[config.mk]
export PLATFORM = sky130hd
export DESIGN_NAME = cmd_clock_monitor
export DESIGN_NICKNAME = d
export VERILOG_FILES = /design/src/rtl/cmd_pkg.sv /design/src/rtl/cmd_clock_monitor.sv
export SDC_FILE = /design/constraint.sdc
export NUM_CORES = 1
export LEC_CHECK = 0
export BUFFER_PORTS_ARGS = -buffer_cell sky130_fd_sc_hd__clkbuf_2
export CORE_AREA = 2 2 83 85
export CTS_BUF_LIST = sky130_fd_sc_hd__clkbuf_8
export CTS_CLUSTER_DIAMETER = 50
export DETAILED_ROUTE_END_ITERATION = 8
export DIE_AREA = 0 0 85 87
export HOLD_SLACK_MARGIN = 0.02
export PLACE_DENSITY = 0.79
export SYNTH_ARGS = -nofsm -noshare
export SYNTH_HDL_FRONTEND = slang
export SYNTH_SLANG_ARGS = --single-unit
[constraint.sdc]
create_clock -name ref_clk_i -period 3.6 [get_ports ref_clk_i]
set_input_delay 0.72 -clock ref_clk_i [delete_from_list [all_inputs] [get_ports ref_clk_i]]
set_output_delay 0.72 -clock ref_clk_i [all_outputs]
set_load 0.05 [all_outputs]
[src/rtl/cmd_pkg.sv]
// Package for the clock monitor and DCO divider block.
// Assumes a single 250 MHz clock; all other clocks arrive as sampled pins.
package cmd_pkg;
  // Clock period, ns
  localparam int unsigned CLK_PERIOD_NS = 4;
  // Flag bit position in the control word read by software
  localparam int unsigned FLAG_BIT      = 6;
  // Divider control saturation code and widths
  localparam logic [3:0]  DIV_MAX       = 4'h9;
  localparam int unsigned DIV_W         = 4;
  localparam int unsigned STG_W         = 8;
  localparam int unsigned CNT_W         = 10;
  // Missed-edge count that declares the external clock inactive
  localparam logic [1:0]  MISS_LIMIT    = 2'h2;
  // Reset values
  localparam logic [3:0]  DIV_RST       = 4'h0;
  localparam logic [7:0]  STG_RST       = 8'h80;

  // Loop filter step request
  typedef struct packed {
    logic       add;   // Add step to stage word
    logic       sub;   // Subtract step from stage word
    logic [7:0] step;  // Step size
  } cmd_step_t;

  // Software write to the control word
  typedef struct packed {
    logic wr;              // Write strobe
    logic rd;              // Read strobe
    logic monitor_enable;
    logic monitor_irq_enable;
    logic monitor_flag;
    logic clk_sel;         // 1 selects external clock
  } cmd_ctl_wr_t;

  // Selection states of the clock switch
  typedef enum logic [1:0] {SW_INT, SW_EXT, SW_HOLD} cmd_sw_t;
endpackage

[src/rtl/cmd_clock_monitor.sv]
// Clock monitor control, fallback switch select and DCO binary divider.
// Assumes external clock, internal reference and stable indications are
// asynchronous pins sampled on ref_clk_i; the ring oscillator is a pin too.
//
// Notes on behaviour
// - Monitor enable needs both generators on
// - Monitor enable needs both clocks stable
// - Interrupt enable only after monitor enable
// - Flag readable at control bit six
// - Flag clears by read then zero write
// - Clearing enable reconfigures reference dividers
// - Enable stays set despite lost stability
// - Inactive source deselected, active one chosen
// - Select bit shows the chosen source
// - Period set by stage and divider words
// - Divide ring by two to divider value
// - Divider code saturates at nine
// - Increment doubles, decrement halves period
// - Divider moves only on stage carry/borrow
// - External inactive after two missed edges
// - Active side selected one to two later
// - Reset selects the internal clock
`timescale 1ns/1ps
`default_nettype none
module cmd_clock_monitor
  import cmd_pkg::*;
#(
  parameter int unsigned MAX_DIV_CODE = 9   // Highest divider code served
) (
  input  wire logic        ref_clk_i,            // Block clock, 250 MHz
  input  wire logic        sys_rst_i,            // Async reset, active high
  input  wire logic        ext_gen_on_i,         // External generator on
  input  wire logic        int_gen_on_i,         // Internal generator on
  input  wire logic        ext_gen_stable_i,     // External clock stable (pin)
  input  wire logic        int_gen_stable_i,     // Internal clock stable (pin)
  input  wire logic        external_clock_i,     // External clock (pin)
  input  wire logic        internal_reference_i, // Internal reference (pin)
  input  wire logic        int_inactive_i,       // Internal inactive (pin)
  input  wire logic        ring_clock_i,         // Ring oscillator output (pin)
  input  wire cmd_ctl_wr_t ctl_i,                // Software access
  input  wire cmd_step_t   step_i,               // Loop filter step request
  output logic [7:0]       ctl_rdata_o,          // Control word readback
  output logic             monitor_irq_o,        // Monitor interrupt request
  output logic             osc_sel_ext_o,        // Oscillator output uses external
  output logic             tb_sel_ext_o,         // Timebase clock uses external
  output logic             ref_div_reload_o,     // Reference divider reconfigure pulse
  output logic             ext_inactive_o,       // External clock inactive
  output logic [7:0]       stage_control_o,      // Stage control word
  output logic [3:0]       divider_control_o,    // Divider control word
  output logic             internal_clock_o      // Divided ring clock
);

  initial begin
    if (MAX_DIV_CODE != 9) begin
      $error("MAX_DIV_CODE must be 9");
    end
  end

  // Two-flop synchronisers for all asynchronous pins
  logic [5:0] sync_a;   // First stage, read only by second stage
  logic [5:0] sync_b;   // Usable synchronised values
  logic       ext_stb, int_stb, external_clock_s, internal_reference_s, int_inactive_s, ring_s;

  // Pin synchronisers
  always_ff @(posedge ref_clk_i or posedge sys_rst_i) begin
    if (sys_rst_i) begin
      sync_a <= 6'h00;
      sync_b <= 6'h00;
    end else begin
      sync_a <= {ring_clock_i, int_inactive_i, internal_reference_i,
                 external_clock_i, int_gen_stable_i, ext_gen_stable_i};
      sync_b <= sync_a;
    end
  end
  assign {ring_s, int_inactive_s, internal_reference_s, external_clock_s, int_stb, ext_stb} = sync_b;

  // Control state
  logic monitor_enable;     // Monitor running
  logic monitor_irq_enable; // Interrupt gate
  logic monitor_flag;       // Sticky loss flag
  logic flag_read_armed;    // Flag was read while set
  logic clk_sel;            // Oscillator output source, 1 = external
  logic loss;               // Loss event this cycle

  // Monitor enable register
  always_ff @(posedge ref_clk_i or posedge sys_rst_i) begin
    if (sys_rst_i) begin
      monitor_enable <= 1'b0;
    end else if (ctl_i.wr) begin
      if (!ctl_i.monitor_enable) begin
        monitor_enable <= 1'b0;
      end else if (ext_gen_on_i && int_gen_on_i && ext_stb && int_stb) begin
        monitor_enable <= 1'b1;
      end
    end
  end

  // Interrupt enable: only when monitor enable is already set
  always_ff @(posedge ref_clk_i or posedge sys_rst_i) begin
    if (sys_rst_i) begin
      monitor_irq_enable <= 1'b0;
    end else if (ctl_i.wr) begin
      if (!ctl_i.monitor_irq_enable || !ctl_i.monitor_enable) begin
        monitor_irq_enable <= 1'b0;
      end else if (monitor_enable) begin
        monitor_irq_enable <= 1'b1;
      end
      // A combined write sets enable first; a repeat write then sets this
    end
  end

  logic [1:0] miss_cnt;   // Low phases without a falling edge
  logic       external_clock_d;     // Last external sample
  logic       internal_reference_d;     // Last reference sample
  logic       seen_edge;  // Falling edge seen this low phase
  logic       external_clock_fall;
  logic       internal_reference_rise;
  logic       low_open;   // Reference has gone low since reset
  assign external_clock_fall = external_clock_d && !external_clock_s;
  assign internal_reference_rise = !internal_reference_d && internal_reference_s;

  always_ff @(posedge ref_clk_i or posedge sys_rst_i) begin
    if (sys_rst_i) begin
      external_clock_d         <= 1'b0;
      internal_reference_d         <= 1'b0;
      low_open       <= 1'b0;
      seen_edge      <= 1'b0;
      miss_cnt       <= 2'h0;
      ext_inactive_o <= 1'b0;
    end else begin
      external_clock_d <= external_clock_s;
      internal_reference_d <= internal_reference_s;
      // A rise straight out of reset closes no real low phase, so wait for a fall
      if (internal_reference_d && !internal_reference_s) begin
        low_open <= 1'b1;
      end
      if (!internal_reference_s && external_clock_fall) begin
        // Edge during low phase clears at once
        seen_edge      <= 1'b1;
        miss_cnt       <= 2'h0;
        ext_inactive_o <= 1'b0;
      end else if (internal_reference_rise) begin
        // End of a low phase: score it
        seen_edge <= 1'b0;
        if (!seen_edge && low_open) begin
          if (miss_cnt + 2'h1 >= MISS_LIMIT) begin
            ext_inactive_o <= 1'b1;
            miss_cnt       <= MISS_LIMIT;
          end else begin
            miss_cnt <= miss_cnt + 2'h1;
          end
        end
      end
    end
  end

  // Loss only counts while monitor runs; new loss is edge of inactive
  logic loss_d;
  logic loss_lvl;
  assign loss_lvl = monitor_enable && (ext_inactive_o || int_inactive_s);
  assign loss     = loss_lvl && !loss_d;

  always_ff @(posedge ref_clk_i or posedge sys_rst_i) begin
    if (sys_rst_i) begin
      loss_d <= 1'b0;
    end else begin
      loss_d <= loss_lvl;
    end
  end

  // Flag: set wins over the clear
  always_ff @(posedge ref_clk_i or posedge sys_rst_i) begin
    if (sys_rst_i) begin
      monitor_flag    <= 1'b0;
      flag_read_armed <= 1'b0;
    end else begin
      if (ctl_i.rd && monitor_flag) begin
        flag_read_armed <= 1'b1;
      end
      if (loss) begin
        monitor_flag <= 1'b1;
      end else if (ctl_i.wr && !ctl_i.monitor_flag && flag_read_armed) begin
        monitor_flag    <= 1'b0;
        flag_read_armed <= 1'b0;
      end
    end
  end

  // Source select with forced fallback
  cmd_sw_t sw_state;   // Switch synchroniser state
  logic    sw_target;  // Side to select after hold

  always_ff @(posedge ref_clk_i or posedge sys_rst_i) begin
    if (sys_rst_i) begin
      clk_sel       <= 1'b0;
      sw_state      <= SW_INT;
      sw_target     <= 1'b0;
      osc_sel_ext_o <= 1'b0;
    end else begin
      if (loss && ext_inactive_o) begin
        clk_sel <= 1'b0;
      end else if (loss) begin
        clk_sel <= 1'b1;
      end else if (ctl_i.wr && ctl_i.clk_sel != clk_sel && ext_gen_on_i && int_gen_on_i &&
                   (ctl_i.clk_sel ? ext_stb : int_stb)) begin
        clk_sel <= ctl_i.clk_sel;
      end
      case (sw_state)
        SW_INT, SW_EXT: begin
          if (clk_sel != osc_sel_ext_o) begin
            // deselect now, select one cycle later
            sw_target <= clk_sel;
            sw_state  <= SW_HOLD;
          end
        end
        SW_HOLD: begin
          osc_sel_ext_o <= sw_target;
          sw_state      <= sw_target ? SW_EXT : SW_INT;
        end
        default: sw_state <= SW_INT;
      endcase
    end
  end

  // Timebase follows generator-on, overridden by fallback
  always_ff @(posedge ref_clk_i or posedge sys_rst_i) begin
    if (sys_rst_i) begin
      tb_sel_ext_o <= 1'b0;
    end else begin
      if (monitor_enable && ext_inactive_o) begin
        tb_sel_ext_o <= 1'b0;
      end else if (monitor_enable && int_inactive_s) begin
        tb_sel_ext_o <= 1'b1;
      end else begin
        tb_sel_ext_o <= ext_gen_on_i;
      end
    end
  end

  // Readback, interrupt and divider reload pulse
  logic mon_en_d;
  always_ff @(posedge ref_clk_i or posedge sys_rst_i) begin
    if (sys_rst_i) begin
      ctl_rdata_o      <= 8'h00;
      monitor_irq_o    <= 1'b0;
      mon_en_d         <= 1'b0;
      ref_div_reload_o <= 1'b0;
    end else begin
      ctl_rdata_o <= {monitor_irq_enable, monitor_flag, monitor_enable, clk_sel,
                      int_gen_on_i, int_stb, ext_gen_on_i, ext_stb};
      monitor_irq_o <= monitor_flag && monitor_irq_enable;
      mon_en_d      <= monitor_enable;
      ref_div_reload_o <= mon_en_d && !monitor_enable;
    end
  end

  // Stage and divider words
  logic [8:0] stg_sum;
  always_comb begin
    stg_sum = 9'h000;
    if (step_i.add) begin
      stg_sum = {1'b0, stage_control_o} + {1'b0, step_i.step};
    end else if (step_i.sub) begin
      stg_sum = {1'b0, stage_control_o} - {1'b0, step_i.step};
    end
  end

  always_ff @(posedge ref_clk_i or posedge sys_rst_i) begin
    if (sys_rst_i) begin
      stage_control_o   <= STG_RST;
      divider_control_o <= DIV_RST;
    end else if (step_i.add != step_i.sub) begin
      stage_control_o <= stg_sum[7:0];
      if (stg_sum[8] && step_i.add && divider_control_o < DIV_MAX) begin
        divider_control_o <= divider_control_o + 4'h1;
      end else if (stg_sum[8] && step_i.sub && divider_control_o != 4'h0) begin
        divider_control_o <= divider_control_o - 4'h1;
      end
    end
  end

  function automatic logic [3:0] eff_div(input logic [3:0] code);
    eff_div = (code > DIV_MAX) ? DIV_MAX : code;
  endfunction

  // Binary divider on both rising and falling ring edges
  logic [CNT_W-1:0] ring_cnt;  // Ripple count of ring edges
  logic             ring_d;
  logic [CNT_W-1:0] next_ring_cnt;
  assign next_ring_cnt = ring_cnt + {{(CNT_W-1){1'b0}}, 1'b1};

  always_ff @(posedge ref_clk_i or posedge sys_rst_i) begin
    if (sys_rst_i) begin
      ring_d           <= 1'b0;
      ring_cnt         <= '0;
      internal_clock_o <= 1'b0;
    end else begin
      ring_d <= ring_s;
      if (ring_s != ring_d) begin
        ring_cnt <= next_ring_cnt;
        if (eff_div(divider_control_o) == 4'h0) begin
          internal_clock_o <= ring_s;
        end else begin
          internal_clock_o <= next_ring_cnt[eff_div(divider_control_o)];
        end
      end
    end
  end

endmodule
`default_nettype wire

After elaboration in Yosys (flattened, before gate mapping). Index checks and enable logic that the tools add are counted.

Add/subtract/negate cells: 6. Multiply operators: 0. Div/mod/pow operators: 0. Magnitude comparators: 4. Equality and inequality tests: 8. Shift operators: 0. Multiplexer cells: 36. Bitwise operators: 0. Reductions and logical operators: 54.

Operators by type and width (count): 1-bit logical AND (26); 1-bit 2-to-1 mux (24); 9-bit 2-to-1 mux (2); 4-bit 2-to-1 mux (3); 2-bit nonzero test (6); 10-bit by 1-bit adder with 10-bit output (second input constant) (1); 2-bit 2-to-1 mux (5); 2-bit AND reduction (5); 8-bit by 8-bit adder with 9-bit output (1); 1-bit zero test (9); 8-bit by 8-bit subtractor with 9-bit output (1); 4-bit by 5-bit < comparator with 1-bit output (second input constant) (1); 4-bit by 1-bit adder with 4-bit output (second input constant) (1); 1-bit binary-select mux with 4-bit select (1); 4-bit greater-than comparator (second input constant) (1); 4-bit zero test (1); 4-bit < comparator (second input constant) (1); 1-bit inequality test (4); 2-bit one-hot mux with 2 select lines (1); 4-bit nonzero test (1); 4-bit by 1-bit subtractor with 4-bit output (second input constant) (1); 3-bit AND reduction (1); 3-bit nonzero test (1); 2-bit by 1-bit adder with 2-bit output (second input constant) (1); 8 further kinds (9).

Flip-flop bits (word level): 65. Latch bits: 0. Memory bits (writable): 0. ROM bits: 0. Output and inout bits: 26. Word-level logic and storage cells: 135. Memories kept: 0.

Depth between registers and ports, before layout. Gate-level depths: netlist of the first run.

Depth in word-level cells: 8. Depth in mapped cells: 13.

Worst setup path after synthesis of the first run. No wires, ideal clock.

Path kind: register to register. Start point: reg stage_control_o[0]. End point: reg divider_control_o[3]. Library setup time: 126 ps. Arrival: 3049 ps. Required time: 3474 ps. Setup slack: 425 ps. Stages on the path, launching flop included: 14. Buffers on the path: 0. Period minus slack after synthesis: 3175 ps. Cell sequence: dfrtp_1 -> ha_1 -> inv_1 -> fa_1 -> nor2_1 -> o221ai_2 -> a211oi_1 -> nand2_1 -> ha_1 -> a21o_1 -> a21o_1 -> nand2_1 -> a21oi_1 -> a311o_1.

Word-level cells in the longest chain between the ends: 7. Elaborated cells between the ends (all ways): 11.

Ends and longest elaborated chain: start: declaration (line cmd_clock_monitor.sv:48) `output logic [7:0] stage_control_o,`; start signal: assignment (line cmd_clock_monitor.sv:273) `stage_control_o <= stg_sum[7:0];`; 8-bit by 8-bit subtractor with 9-bit output (line cmd_clock_monitor.sv:264) `stg_sum = {1'b0, stage_control_o} - {1'b0, step_i.step};`; 9-bit 2-to-1 mux (line cmd_clock_monitor.sv:263) `end else if (step_i.sub) begin`; 9-bit 2-to-1 mux * (line cmd_clock_monitor.sv:261) `if (step_i.add) begin`; 1-bit logical AND (on tied branches) (2 in series) (line cmd_clock_monitor.sv:274, cmd_clock_monitor.sv:276); 2-bit nonzero test (no line); 2-bit AND reduction (no line); end signal: assignment (line cmd_clock_monitor.sv:275) `divider_control_o <= divider_control_o + 4'h1;`; end signal: assignment (line cmd_clock_monitor.sv:277) `divider_control_o <= divider_control_o - 4'h1;`; end: declaration (line cmd_clock_monitor.sv:49) `output logic [3:0] divider_control_o,`.

Mark *: on every way between the ends. The rest lies on a longest branch, timed or not. A chain may end at the register's enable or synchronous reset.

Final worst setup path of the first run.
Start point: in step_i[0] (netlist bit). End point: reg divider_control_o[3].

Word-level cells in the longest chain between the ends: 7. Elaborated cells between the ends (all ways): 11.

Ends and longest elaborated chain: start: declaration (line cmd_clock_monitor.sv:41) `input wire cmd_step_t step_i,`; 8-bit by 8-bit subtractor with 9-bit output (line cmd_clock_monitor.sv:264); 9-bit 2-to-1 mux (line cmd_clock_monitor.sv:263); 9-bit 2-to-1 mux * (line cmd_clock_monitor.sv:261); 1-bit logical AND (on tied branches) (2 in series) (line cmd_clock_monitor.sv:274, cmd_clock_monitor.sv:276); 2-bit nonzero test (no line); 2-bit AND reduction (no line).

Marked as above.

==> impl_metrics.ini, run 1 <==
[outcome]
outcome = finished clean

[final_layout]
final_core_util_pct = 61.4
fillers = 555
multi_input_area_um2 = 1690
layout.nets = 436
drive_gt1_share_pct = 22.4
seqCellArea_um2 = 1600
antennaDiodeCount = 0
area_growth_pct = 16.4

[global_route]
grtUsageMet3_pct = 6.45
grt_pass1_vias = 2616
grt_max_degree = 35
grt.met2_usage_pct = 33.6
grt-busiest-layer = met2
grt_remaining_overflow = 0
grt_pass1_wl_um = 11500
antenna_found_initial = 0
grt_usage_pct = 19.6
grtUsageMet1_pct = 23.7

[clocking]
clock_sinks = 64
cts_max_level = 3
clk_path_buf_depth = 2
cts_tree = yes
cts_buffers = 9
cts_hold_buffers = 0
root_buffer = clkbuf_8
postCtsResizedCells = 0
clk_latency_ns = 0.34
postCtsSetupBuffers = 0
clk_pin_slew_ns = 0.08

[critical_path]
reg2reg_depth = 13
critPathKind = input port to flip-flop
worstSetupStartpointType = input port
r2r_end = divider_control_o[3]$_DFFE_PP0P_
reg2reg_from = stage_control_o[0]$_DFFE_PP0P_
crit_arrival_ns = 3.39
ff2ff_setup_slack_ns = 0.55
required_ns = 3.88
cp_max_fo = 4
crit_path_end_kind = flip-flop

[detailed_routing]
wl_um = 6810
drt_iter0_drc = 88
drc = 0
firstDrtPassIters = 4
num_vias = 2662
postRouteAntennaNets = 0
routedWlPerCell_um = 14.4
vias_per_cell = 5.64

[yosys]
ys_types = 69
synth_cells = 331
synth.area.top_cells = dfrtp_1 45%, ha_1 7.2%, inv_1 3.2%
yosys_warnings = 0
avgSynthCellArea_um2 = 10.5
synth_edf_count = 0
syn_area_um2 = 3470
synthArstFlopShare_pct = 100
syn_nets = 380
synthFlopType = dfrtp_1
ys_seq_area_share_pct = 46.2
yosys.area.top_type = dfrtp_1
synth_top_area_share_pct = 45.5
ys_ff_latch = 64

[sta]
setup_viol = 0
rsz0062_at_grt = no
timing.slew.headroom_pct = 47.0
finalHoldViolations = 0
tightest_slew_ns = 0.783
skew_ns = 0.00796
fin_crit_sh_pct = 86.3
post-route-min-period_ns = 3.11
slew_violations = 0
fmaxAchievable_mhz = 322
setup-tns-final_ns = 0

[worst_hold_path]
holdCritPathClass = input port to asynchronous set/reset pin

[floorplan]
ioPinCount = 52
die_y_um = 87
fp-row-count = 30
start_util_pct = 52.8
die_w_um = 85
core-area_um2 = 6570
die_area_um2 = 7400

[placement]
gp_congestion = 0.916
io_buffers = 51
hpwl_um = 5110

[power_and_ir_drop]
p_leak_nw = 1.94
cellPowerDensity_nw_per_um2 = 877
irDropWorstVdd_uv = 445

[job]
maxCapViolations = 0
[power breakdown]
| group | total (mW) | switching [mW] | internal, mW |
|---|---|---|---|
| clock | 0.768 | 0.300 | 0.468 |
| combinational | 1.64 | 1.01 | 0.621 |
| sequential | 1.14 | 0.232 | 0.905 |
[kinds of logic (layout without fill, tap and decap cells)]
group                      count (synthesis)  after routing  synth area share (%)
and+or+nand+nor                           87             87                  13.1
AOI/OAI and AO/OA                         91             91                  19.3
DFF                                       64             64                  46.2
buffers and inverters                     40            101                  5.16
muxes                                      4              4                  1.48
xor gates and xnor gates                  22             22                  5.77
adders and majority gates                 23             23                  8.95
[Yosys cell counts, types with 3 or more instances]
cell type  count
a21o_1        10
a211oi_1       4
a31oi_1        7
a221oi_1       3
inv_1         30
nand2_1       17
nand4_1        4
nor2b_1        7
fa_1           3
nor2_1        27
and3_1         7
a21oi_1       21
nand2b_1       3
xor2_1         9
xnor2_1       12
nor4_1         5
buf_2          4
ha_1          20
dfrtp_1       63
o22ai_1        3
o21ai_0       13
[cell usage in the layout (no fill, tap or decap), drive strengths merged, types with 3 or more instances in the layout]
| master | netlist | routed |
|---|---|---|
| o22ai | 3 | 3 |
| fa | 3 | 3 |
| nand4 | 4 | 4 |
| inv | 30 | 33 |
| nor2b | 7 | 7 |
| nand3 | 3 | 3 |
| nor4 | 6 | 6 |
| a21oi | 21 | 21 |
| dfrtp | 63 | 63 |
| buf | 8 | 4 |
| nand2b | 4 | 4 |
| o21ai | 16 | 16 |
| xnor2 | 12 | 12 |
| a21o | 10 | 10 |
| nor2 | 27 | 27 |
| xor2 | 10 | 10 |
| mux2 | 3 | 3 |
| and3 | 7 | 7 |
| clkbuf | 2 | 60 |
| ha | 20 | 20 |
| a31oi | 7 | 7 |
| a221oi | 4 | 4 |
| bufinv | 0 | 3 |
| a211oi | 4 | 4 |
| nand2 | 17 | 17 |
[layer usage]
layer | vias to the layer above | wire [um]
met1 | 1296 | 2840
met3 | 12 | 355
met5 | - | 0
met2 | 62 | 3500
met4 | 0 | 112
li1 | 1292 | -
[through the flow]
| stage | power, mW | hold WS [ns] | instance area (um^2) | std cells | setup slack, ns |
|---|---|---|---|---|---|
| after CTS | 3.56 | 0.304 | 4040 | 472 | 0.504 |
| final | 3.54 | 0.302 | 4040 | 472 | 0.494 |
| after detailed placement | 2.78 | 0.336 | 3790 | 456 | 0.144 |
| after floorplan | 2.45 | 0.331 | 3470 | 331 | 0.425 |
| after global placement | 2.72 | 0.331 | 3790 | 456 | 0.223 |
| after global routing | 3.79 | 0.318 | 4040 | 472 | 0.277 |
[worst max-delay path by stage]
stage	depth (start not counted)	end	slack [ns]	from
global route	14	divider_control_o[3]$_DFFE_PP0P_	0.28	step_i[0]
CTS	14	divider_control_o[3]$_DFFE_PP0P_	0.50	step_i[0]
detailed placement	14	divider_control_o[3]$_DFFE_PP0P_	0.14	step_i[0]
floorplan	13	divider_control_o[3]$_DFFE_PP0P_	0.43	stage_control_o[0]$_DFFE_PP0P_
global placement	14	divider_control_o[3]$_DFFE_PP0P_	0.22	step_i[0]
finish	14	divider_control_o[3]$_DFFE_PP0P_	0.49	step_i[0]
[state kept, by name, indices dropped and copies added, names as in the netlist, 2 cells and up]
signal and flops:
stage_control_o 8, sync_a 6, sync_b 6, miss_cnt 2
ring_cnt 10, sw_state 2, divider_control_o 4, ctl_rdata_o 8
[worst max-delay path, stage by stage]
cell	delay [ns]
clkbuf_2	0.10
ha_1	0.16
inv_1	0.05
fa_1	0.42
nor2_1	0.14
o221ai_2	0.14
a211oi_1	0.29
nand2_1	0.16
ha_1	0.30
a21o_1	0.17
a21o_1	0.21
a21o_1	0.20
a221oi_2	0.18
a311o_1	0.14
[final cells by class]
class	instances	share of cell area, %
clock inverter	7	3.10
inverter	30	2.79
multi-input combinational	227	41.8
tap	80	2.48
sequential	64	39.7
clock buffer	9	3.07
timing repair buffer	55	7.07
Note: power is estimated with default switching activity, not from simulation.
==> inputs of run 2 (changes only) <==
--- a/config.mk
+++ b/config.mk
@@ -6,13 +6,13 @@
 export NUM_CORES = 1
 export LEC_CHECK = 0
 export BUFFER_PORTS_ARGS = -buffer_cell sky130_fd_sc_hd__clkbuf_2
-export CORE_AREA = 2 2 83 85
+export CORE_AREA = 2 2 80 82
 export CTS_BUF_LIST = sky130_fd_sc_hd__clkbuf_8
 export CTS_CLUSTER_DIAMETER = 50
 export DETAILED_ROUTE_END_ITERATION = 8
-export DIE_AREA = 0 0 85 87
+export DIE_AREA = 0 0 82 84
 export HOLD_SLACK_MARGIN = 0.02
-export PLACE_DENSITY = 0.79
+export PLACE_DENSITY = 0.84
 export SYNTH_ARGS = -nofsm -noshare
 export SYNTH_HDL_FRONTEND = slang
 export SYNTH_SLANG_ARGS = --single-unit
==> run 2 against run 1 <==
Effect of this change:
- setup slack got worse by 0.0090 ns
- clock skew shrank 0.0018 ns
- sequential power is essentially flat
- die area down 6.9%
- non-clock buffer count decreased by 2
- critical path depth is the same
- fmax fell by 0.29%
- clock power shrank 10%
- first-iteration DRC count increased by 17%
- register-to-register slack hardly changed
==> impl_metrics.ini, run 2 (synthesis gave the netlist of run 1 again) <==
[clocking]
clk_latency_ns = 0.34
postCtsSetupBuffers = 0
postCtsResizedCells = 0
clk_pin_slew_ns = 0.07
root_buffer = clkbuf_8
clk_path_buf_depth = 2
cts_hold_buffers = 0
cts_tree = yes
cts_buffers = 9
cts_max_level = 3
clock_sinks = 64

[critical_path]
worstSetupStartpointType = input port
path_cells = clkbuf_2 > ha_1 > inv_1 > fa_1 > nor2_1 > o221ai_2 > a211oi_1 > nand2_1 > ha_1 > a21o_1 > a21o_1 > a21o_1 > a221oi_2 > a311o_1
ff2ff_setup_slack_ns = 0.55
crit_slowest_cell = fa_1
cp_max_fo = 4
crit_arrival_ns = 3.40
cpMostUsedCell = a21o_1
critPathMaxStageDelay_ns = 0.41
required_ns = 3.88
critPathKind = input port to flip-flop
crit_path_end_kind = flip-flop

[power_and_ir_drop]
cellPowerDensity_nw_per_um2 = 866
irDropWorstVdd_uv = 461
p_leak_nw = 1.91

[detailed_routing]
vias_per_cell = 5.60
drt_iter0_drc = 103
drc = 0
wl_um = 6780
routedWlPerCell_um = 14.5
num_vias = 2616
firstDrtPassIters = 4
postRouteAntennaNets = 0

[final_layout]
layout_commonest_cell = dfrtp_1
regMostFlops = ring_cnt
antennaDiodeCount = 0
drive_gt1_share_pct = 22.1
layout.nets = 434
largest_reg_flops = 10
fillers = 486
multi_input_area_um2 = 1690
area_growth_pct = 15.2
final_cell_mix = 63 x dfrtp_1, 51 x clkbuf_2, 29 x inv_1
seqCellArea_um2 = 1600
reg_top3 = ring_cnt x10, ctl_rdata_o x8, stage_control_o x8

[global_route]
grtUsageMet1_pct = 29.2
grt_max_degree = 31
grt-busiest-layer = met2
grt.met2_usage_pct = 35.0
grtUsageMet3_pct = 5.30
grt_usage_pct = 22.1
grt_remaining_overflow = 0
antenna_found_initial = 0
grt_pass1_wl_um = 11700
grt_pass1_vias = 2577

[sta]
slew_violations = 0
hold_slack_ns = 0.350
timing.slew.headroom_pct = 47.8
setup-tns-final_ns = 0
finalHoldViolations = 0
setup_viol = 0
rsz0062_at_grt = no
tightest_slew_ns = 0.771
fin_crit_sh_pct = 86.5
fmaxAchievable_mhz = 321
post-route-min-period_ns = 3.12
skew_ns = 0.00618

[job]
maxCapViolations = 0

[outcome]
outcome = finished clean

[worst_hold_path]
holdCritPathClass = flip-flop to flip-flop

[placement]
io_buffers = 51
gp_congestion = 0.875
hpwl_um = 4880

[floorplan]
die_y_um = 84
fp-row-count = 29
die_area_um2 = 6890
die_w_um = 82
ioPinCount = 52
start_util_pct = 56.9
core-area_um2 = 6100
run 2: critical path, delay by kind of cell:
family	cells	cell delay, ns
AO/OA/AOI/OAI	7	1.34
adder cells (fa/ha/maj)	3	0.86
buffers and inverters	2	0.14
AND/OR/NAND/NOR	2	0.33
run 2: worst paths after layout:
check / startpoint / end / cells past startpoint
max reg2reg: stage_control_o[0]$_DFFE_PP0P_ / divider_control_o[3]$_DFFE_PP0P_ / 13
min: sync_a[4]$_DFF_PP0_ / sync_b[4]$_DFF_PP0_ / 0
max: step_i[0] / divider_control_o[3]$_DFFE_PP0P_ / 14
min reg2reg: sync_a[4]$_DFF_PP0_ / sync_b[4]$_DFF_PP0_ / 0
max in group asynchronous: sys_rst_i / internal_reference_d$_DFF_PP0_ / 3
min in group asynchronous: sys_rst_i / sync_a[2]$_DFF_PP0_ / 2
run 2: layout make-up:
type / instances / share of cell area [%]
clock inverter: 7 / 2.57
inverter: 30 / 2.82
tap: 77 / 2.41
sequential: 64 / 40.1
multi-input combinational: 227 / 42.2
clock buffer: 9 / 3.10
timing repair buffer: 53 / 6.76
run 2: metal layers:
layer / wire length, um / up-vias
met5: 0 / -
met4: 129 / 0
met3: 271 / 12
met2: 3480 / 68
met1: 2900 / 1252
li1: - / 1284
run 2: power breakdown:
part | internal (mW) | total, mW | switching (mW)
sequential | 0.905 | 1.14 | 0.237
clock | 0.397 | 0.691 | 0.294
combinational | 0.610 | 1.63 | 1.02
run 2: through the flow:
| step | cells | setup WS, ns | util (%) | instance area [um^2] | power (mW) |
|---|---|---|---|---|---|
| after detailed placement | 451 | 0.157 | 61.8 | 3770 | 2.76 |
| after floorplan | 331 | 0.425 | - | 3470 | 2.45 |
| after global routing | 467 | 0.322 | 65.5 | 4000 | 3.69 |
| after global placement | 451 | 0.241 | 61.8 | 3770 | 2.71 |
| final | 467 | 0.485 | 65.5 | 4000 | 3.46 |
| after CTS | 467 | 0.516 | 65.5 | 4000 | 3.47 |
==> inputs of run 3 (changes only) <==
--- a/config.mk
+++ b/config.mk
@@ -6,11 +6,10 @@
 export NUM_CORES = 1
 export LEC_CHECK = 0
 export BUFFER_PORTS_ARGS = -buffer_cell sky130_fd_sc_hd__clkbuf_2
-export CORE_AREA = 2 2 80 82
+export CORE_AREA = 2 2 68 96
 export CTS_BUF_LIST = sky130_fd_sc_hd__clkbuf_8
-export CTS_CLUSTER_DIAMETER = 50
 export DETAILED_ROUTE_END_ITERATION = 8
-export DIE_AREA = 0 0 82 84
+export DIE_AREA = 0 0 70 98
 export HOLD_SLACK_MARGIN = 0.02
 export PLACE_DENSITY = 0.84
 export SYNTH_ARGS = -nofsm -noshare
==> run 3 against run 2 <==
Effect of this change:
- die area down 0.41%
- sequential cell count unchanged
- critical path type unchanged
- highest routed layer unchanged
- sequential share of layout area down 0.20 points
==> impl_metrics.ini, run 3 (synthesis gave the netlist of run 1 again) <==
[worst_hold_path]
min-delay-start = sync_a[3]$_DFF_PP0_
worst_hold_path.num_cells = 0
holdCritPathClass = flip-flop to flip-flop
hold_end = sync_b[3]$_DFF_PP0_

[sta]
skew_ns = 0.0138
slew_violations = 0
timing.slew.headroom_pct = 47.7
tightest_slew_ns = 0.774
setup-tns-final_ns = 0
rsz0062_at_grt = no
fin_crit_sh_pct = 85.4
hold_slack_ns = 0.351
fmaxAchievable_mhz = 325
setup_viol = 0
finalHoldViolations = 0
post-route-min-period_ns = 3.07

[critical_path]
cp_num_buf_inv = 2
worstSetupStartpointType = input port
ff2ff_setup_slack_ns = 0.59
crit_family = compound AO/OA/AOI/OAI gates
critPathMaxStageDelay_ns = 0.42
required_ns = 3.83
crit_path_end_kind = flip-flop
reg2reg_depth = 13
r2r_end = divider_control_o[3]$_DFFE_PP0P_
reg2reg_from = stage_control_o[0]$_DFFE_PP0P_
crit_arrival_ns = 3.31
critPathKind = input port to flip-flop
cp_max_fo = 4
crit_slowest_cell = fa_1
path_cells = clkbuf_2 > ha_1 > inv_1 > fa_1 > nor2_1 > o221ai_2 > a211oi_1 > nand2_1 > ha_1 > a21o_1 > a21o_1 > nand2_1 > a221oi_2 > a311o_1

[detailed_routing]
vias_per_cell = 5.79
drc = 0
postRouteAntennaNets = 0
drt_iter0_drc = 149
firstDrtPassIters = 4
wl_um = 7270
num_vias = 2674
routedWlPerCell_um = 15.7

[clocking]
clk_path_buf_depth = 2
cts_max_level = 3
cts_buffers = 9
clock_sinks = 64
postCtsResizedCells = 0
clk_latency_ns = 0.35
cts_tree = yes
postCtsSetupBuffers = 0
root_buffer = clkbuf_8
cts_hold_buffers = 0
clk_pin_slew_ns = 0.08

[global_route]
antenna_found_initial = 0
grt_usage_pct = 22.8
grt_remaining_overflow = 0
grt_pass1_vias = 2787
grt_pass1_wl_um = 12400
grt_max_degree = 34

[final_layout]
antennaDiodeCount = 0
final_cell_mix = 63 x dfrtp_1, 51 x clkbuf_2, 29 x inv_1
regMostFlops = ring_cnt
area_growth_pct = 15.8
fin_cells = 462
reg_top3 = ring_cnt x10, ctl_rdata_o x8, stage_control_o x8
layout.nets = 434
largest_reg_flops = 10
layout_commonest_cell = dfrtp_1
drive_gt1_share_pct = 22.1

[power_and_ir_drop]
cellPowerDensity_nw_per_um2 = 885
irDropWorstVdd_uv = 452
p_leak_nw = 1.93

[floorplan]
ioPinCount = 52
start_util_pct = 57.4
die_w_um = 70
core-area_um2 = 6040
die_y_um = 98
die_area_um2 = 6860
fp-row-count = 34

[placement]
io_buffers = 51
gp_congestion = 0.863
hpwl_um = 5200
place_inst = 446

[outcome]
outcome = finished clean

[job]
maxCapViolations = 0
==> run 3: stage by stage <==
stage,setup WS (ns),total power [mW],util [%],instance area [um^2]
after floorplan,0.425,2.45,-,3470
after global placement,0.228,2.72,62.3,3760
after detailed placement,0.136,2.77,62.3,3760
after CTS,0.516,3.57,66.5,4020
after global routing,0.268,3.79,66.5,4020
final,0.526,3.56,66.5,4020
==> run 3: cell type report <==
cell class                 instances  area [um^2]
clock inverter                     6          115
multi-input combinational        227         1690
clock buffer                      10          138
tap                               72         90.1
inverter                          30          113
fill                             478         2030
sequential                        64         1600
timing repair buffer              53          270
==> run 3: how the worst max path moves through the flow <==
| stage | startpoint | to | slack, ns | depth (start not counted) |
|---|---|---|---|---|
| after global placement | step_i[0] | divider_control_o[3]$_DFFE_PP0P_ | 0.23 | 14 |
| after floorplan | stage_control_o[0]$_DFFE_PP0P_ | divider_control_o[3]$_DFFE_PP0P_ | 0.43 | 13 |
| after CTS | step_i[0] | divider_control_o[3]$_DFFE_PP0P_ | 0.52 | 14 |
| after global routing | step_i[0] | divider_control_o[3]$_DFFE_PP0P_ | 0.27 | 14 |
| final | step_i[0] | divider_control_o[3]$_DFFE_PP0P_ | 0.53 | 14 |
| after detailed placement | step_i[0] | divider_control_o[3]$_DFFE_PP0P_ | 0.14 | 14 |
==> run 3: worst reg2reg max path, cell delays in order, from the launching register on <==
cell	delay, ns
dfrtp_1	0.39
ha_1	0.17
inv_1	0.05
fa_1	0.42
nor2_1	0.14
o221ai_2	0.14
a211oi_1	0.30
nand2_1	0.16
ha_1	0.30
a21o_1	0.17
a21o_1	0.21
nand2_1	0.11
a221oi_2	0.06
a311o_1	0.27
==> run 3: power breakdown <==
part,internal (mW),leakage [nW],total (mW),switching [mW]
sequential,0.905,0.769,1.14,0.236
combinational,0.612,1.03,1.63,1.02
clock,0.482,0.123,0.780,0.297
==> run 3: per-layer routing <==
metal  track usage, %  up-vias  part of all wire [%]
met4             8.58        0                   1.4
met3             7.22       11                   4.6
met5                0        -                     0
met2             41.0       68                    55
li1                 -     1285                     -
met1             24.7     1310                    39
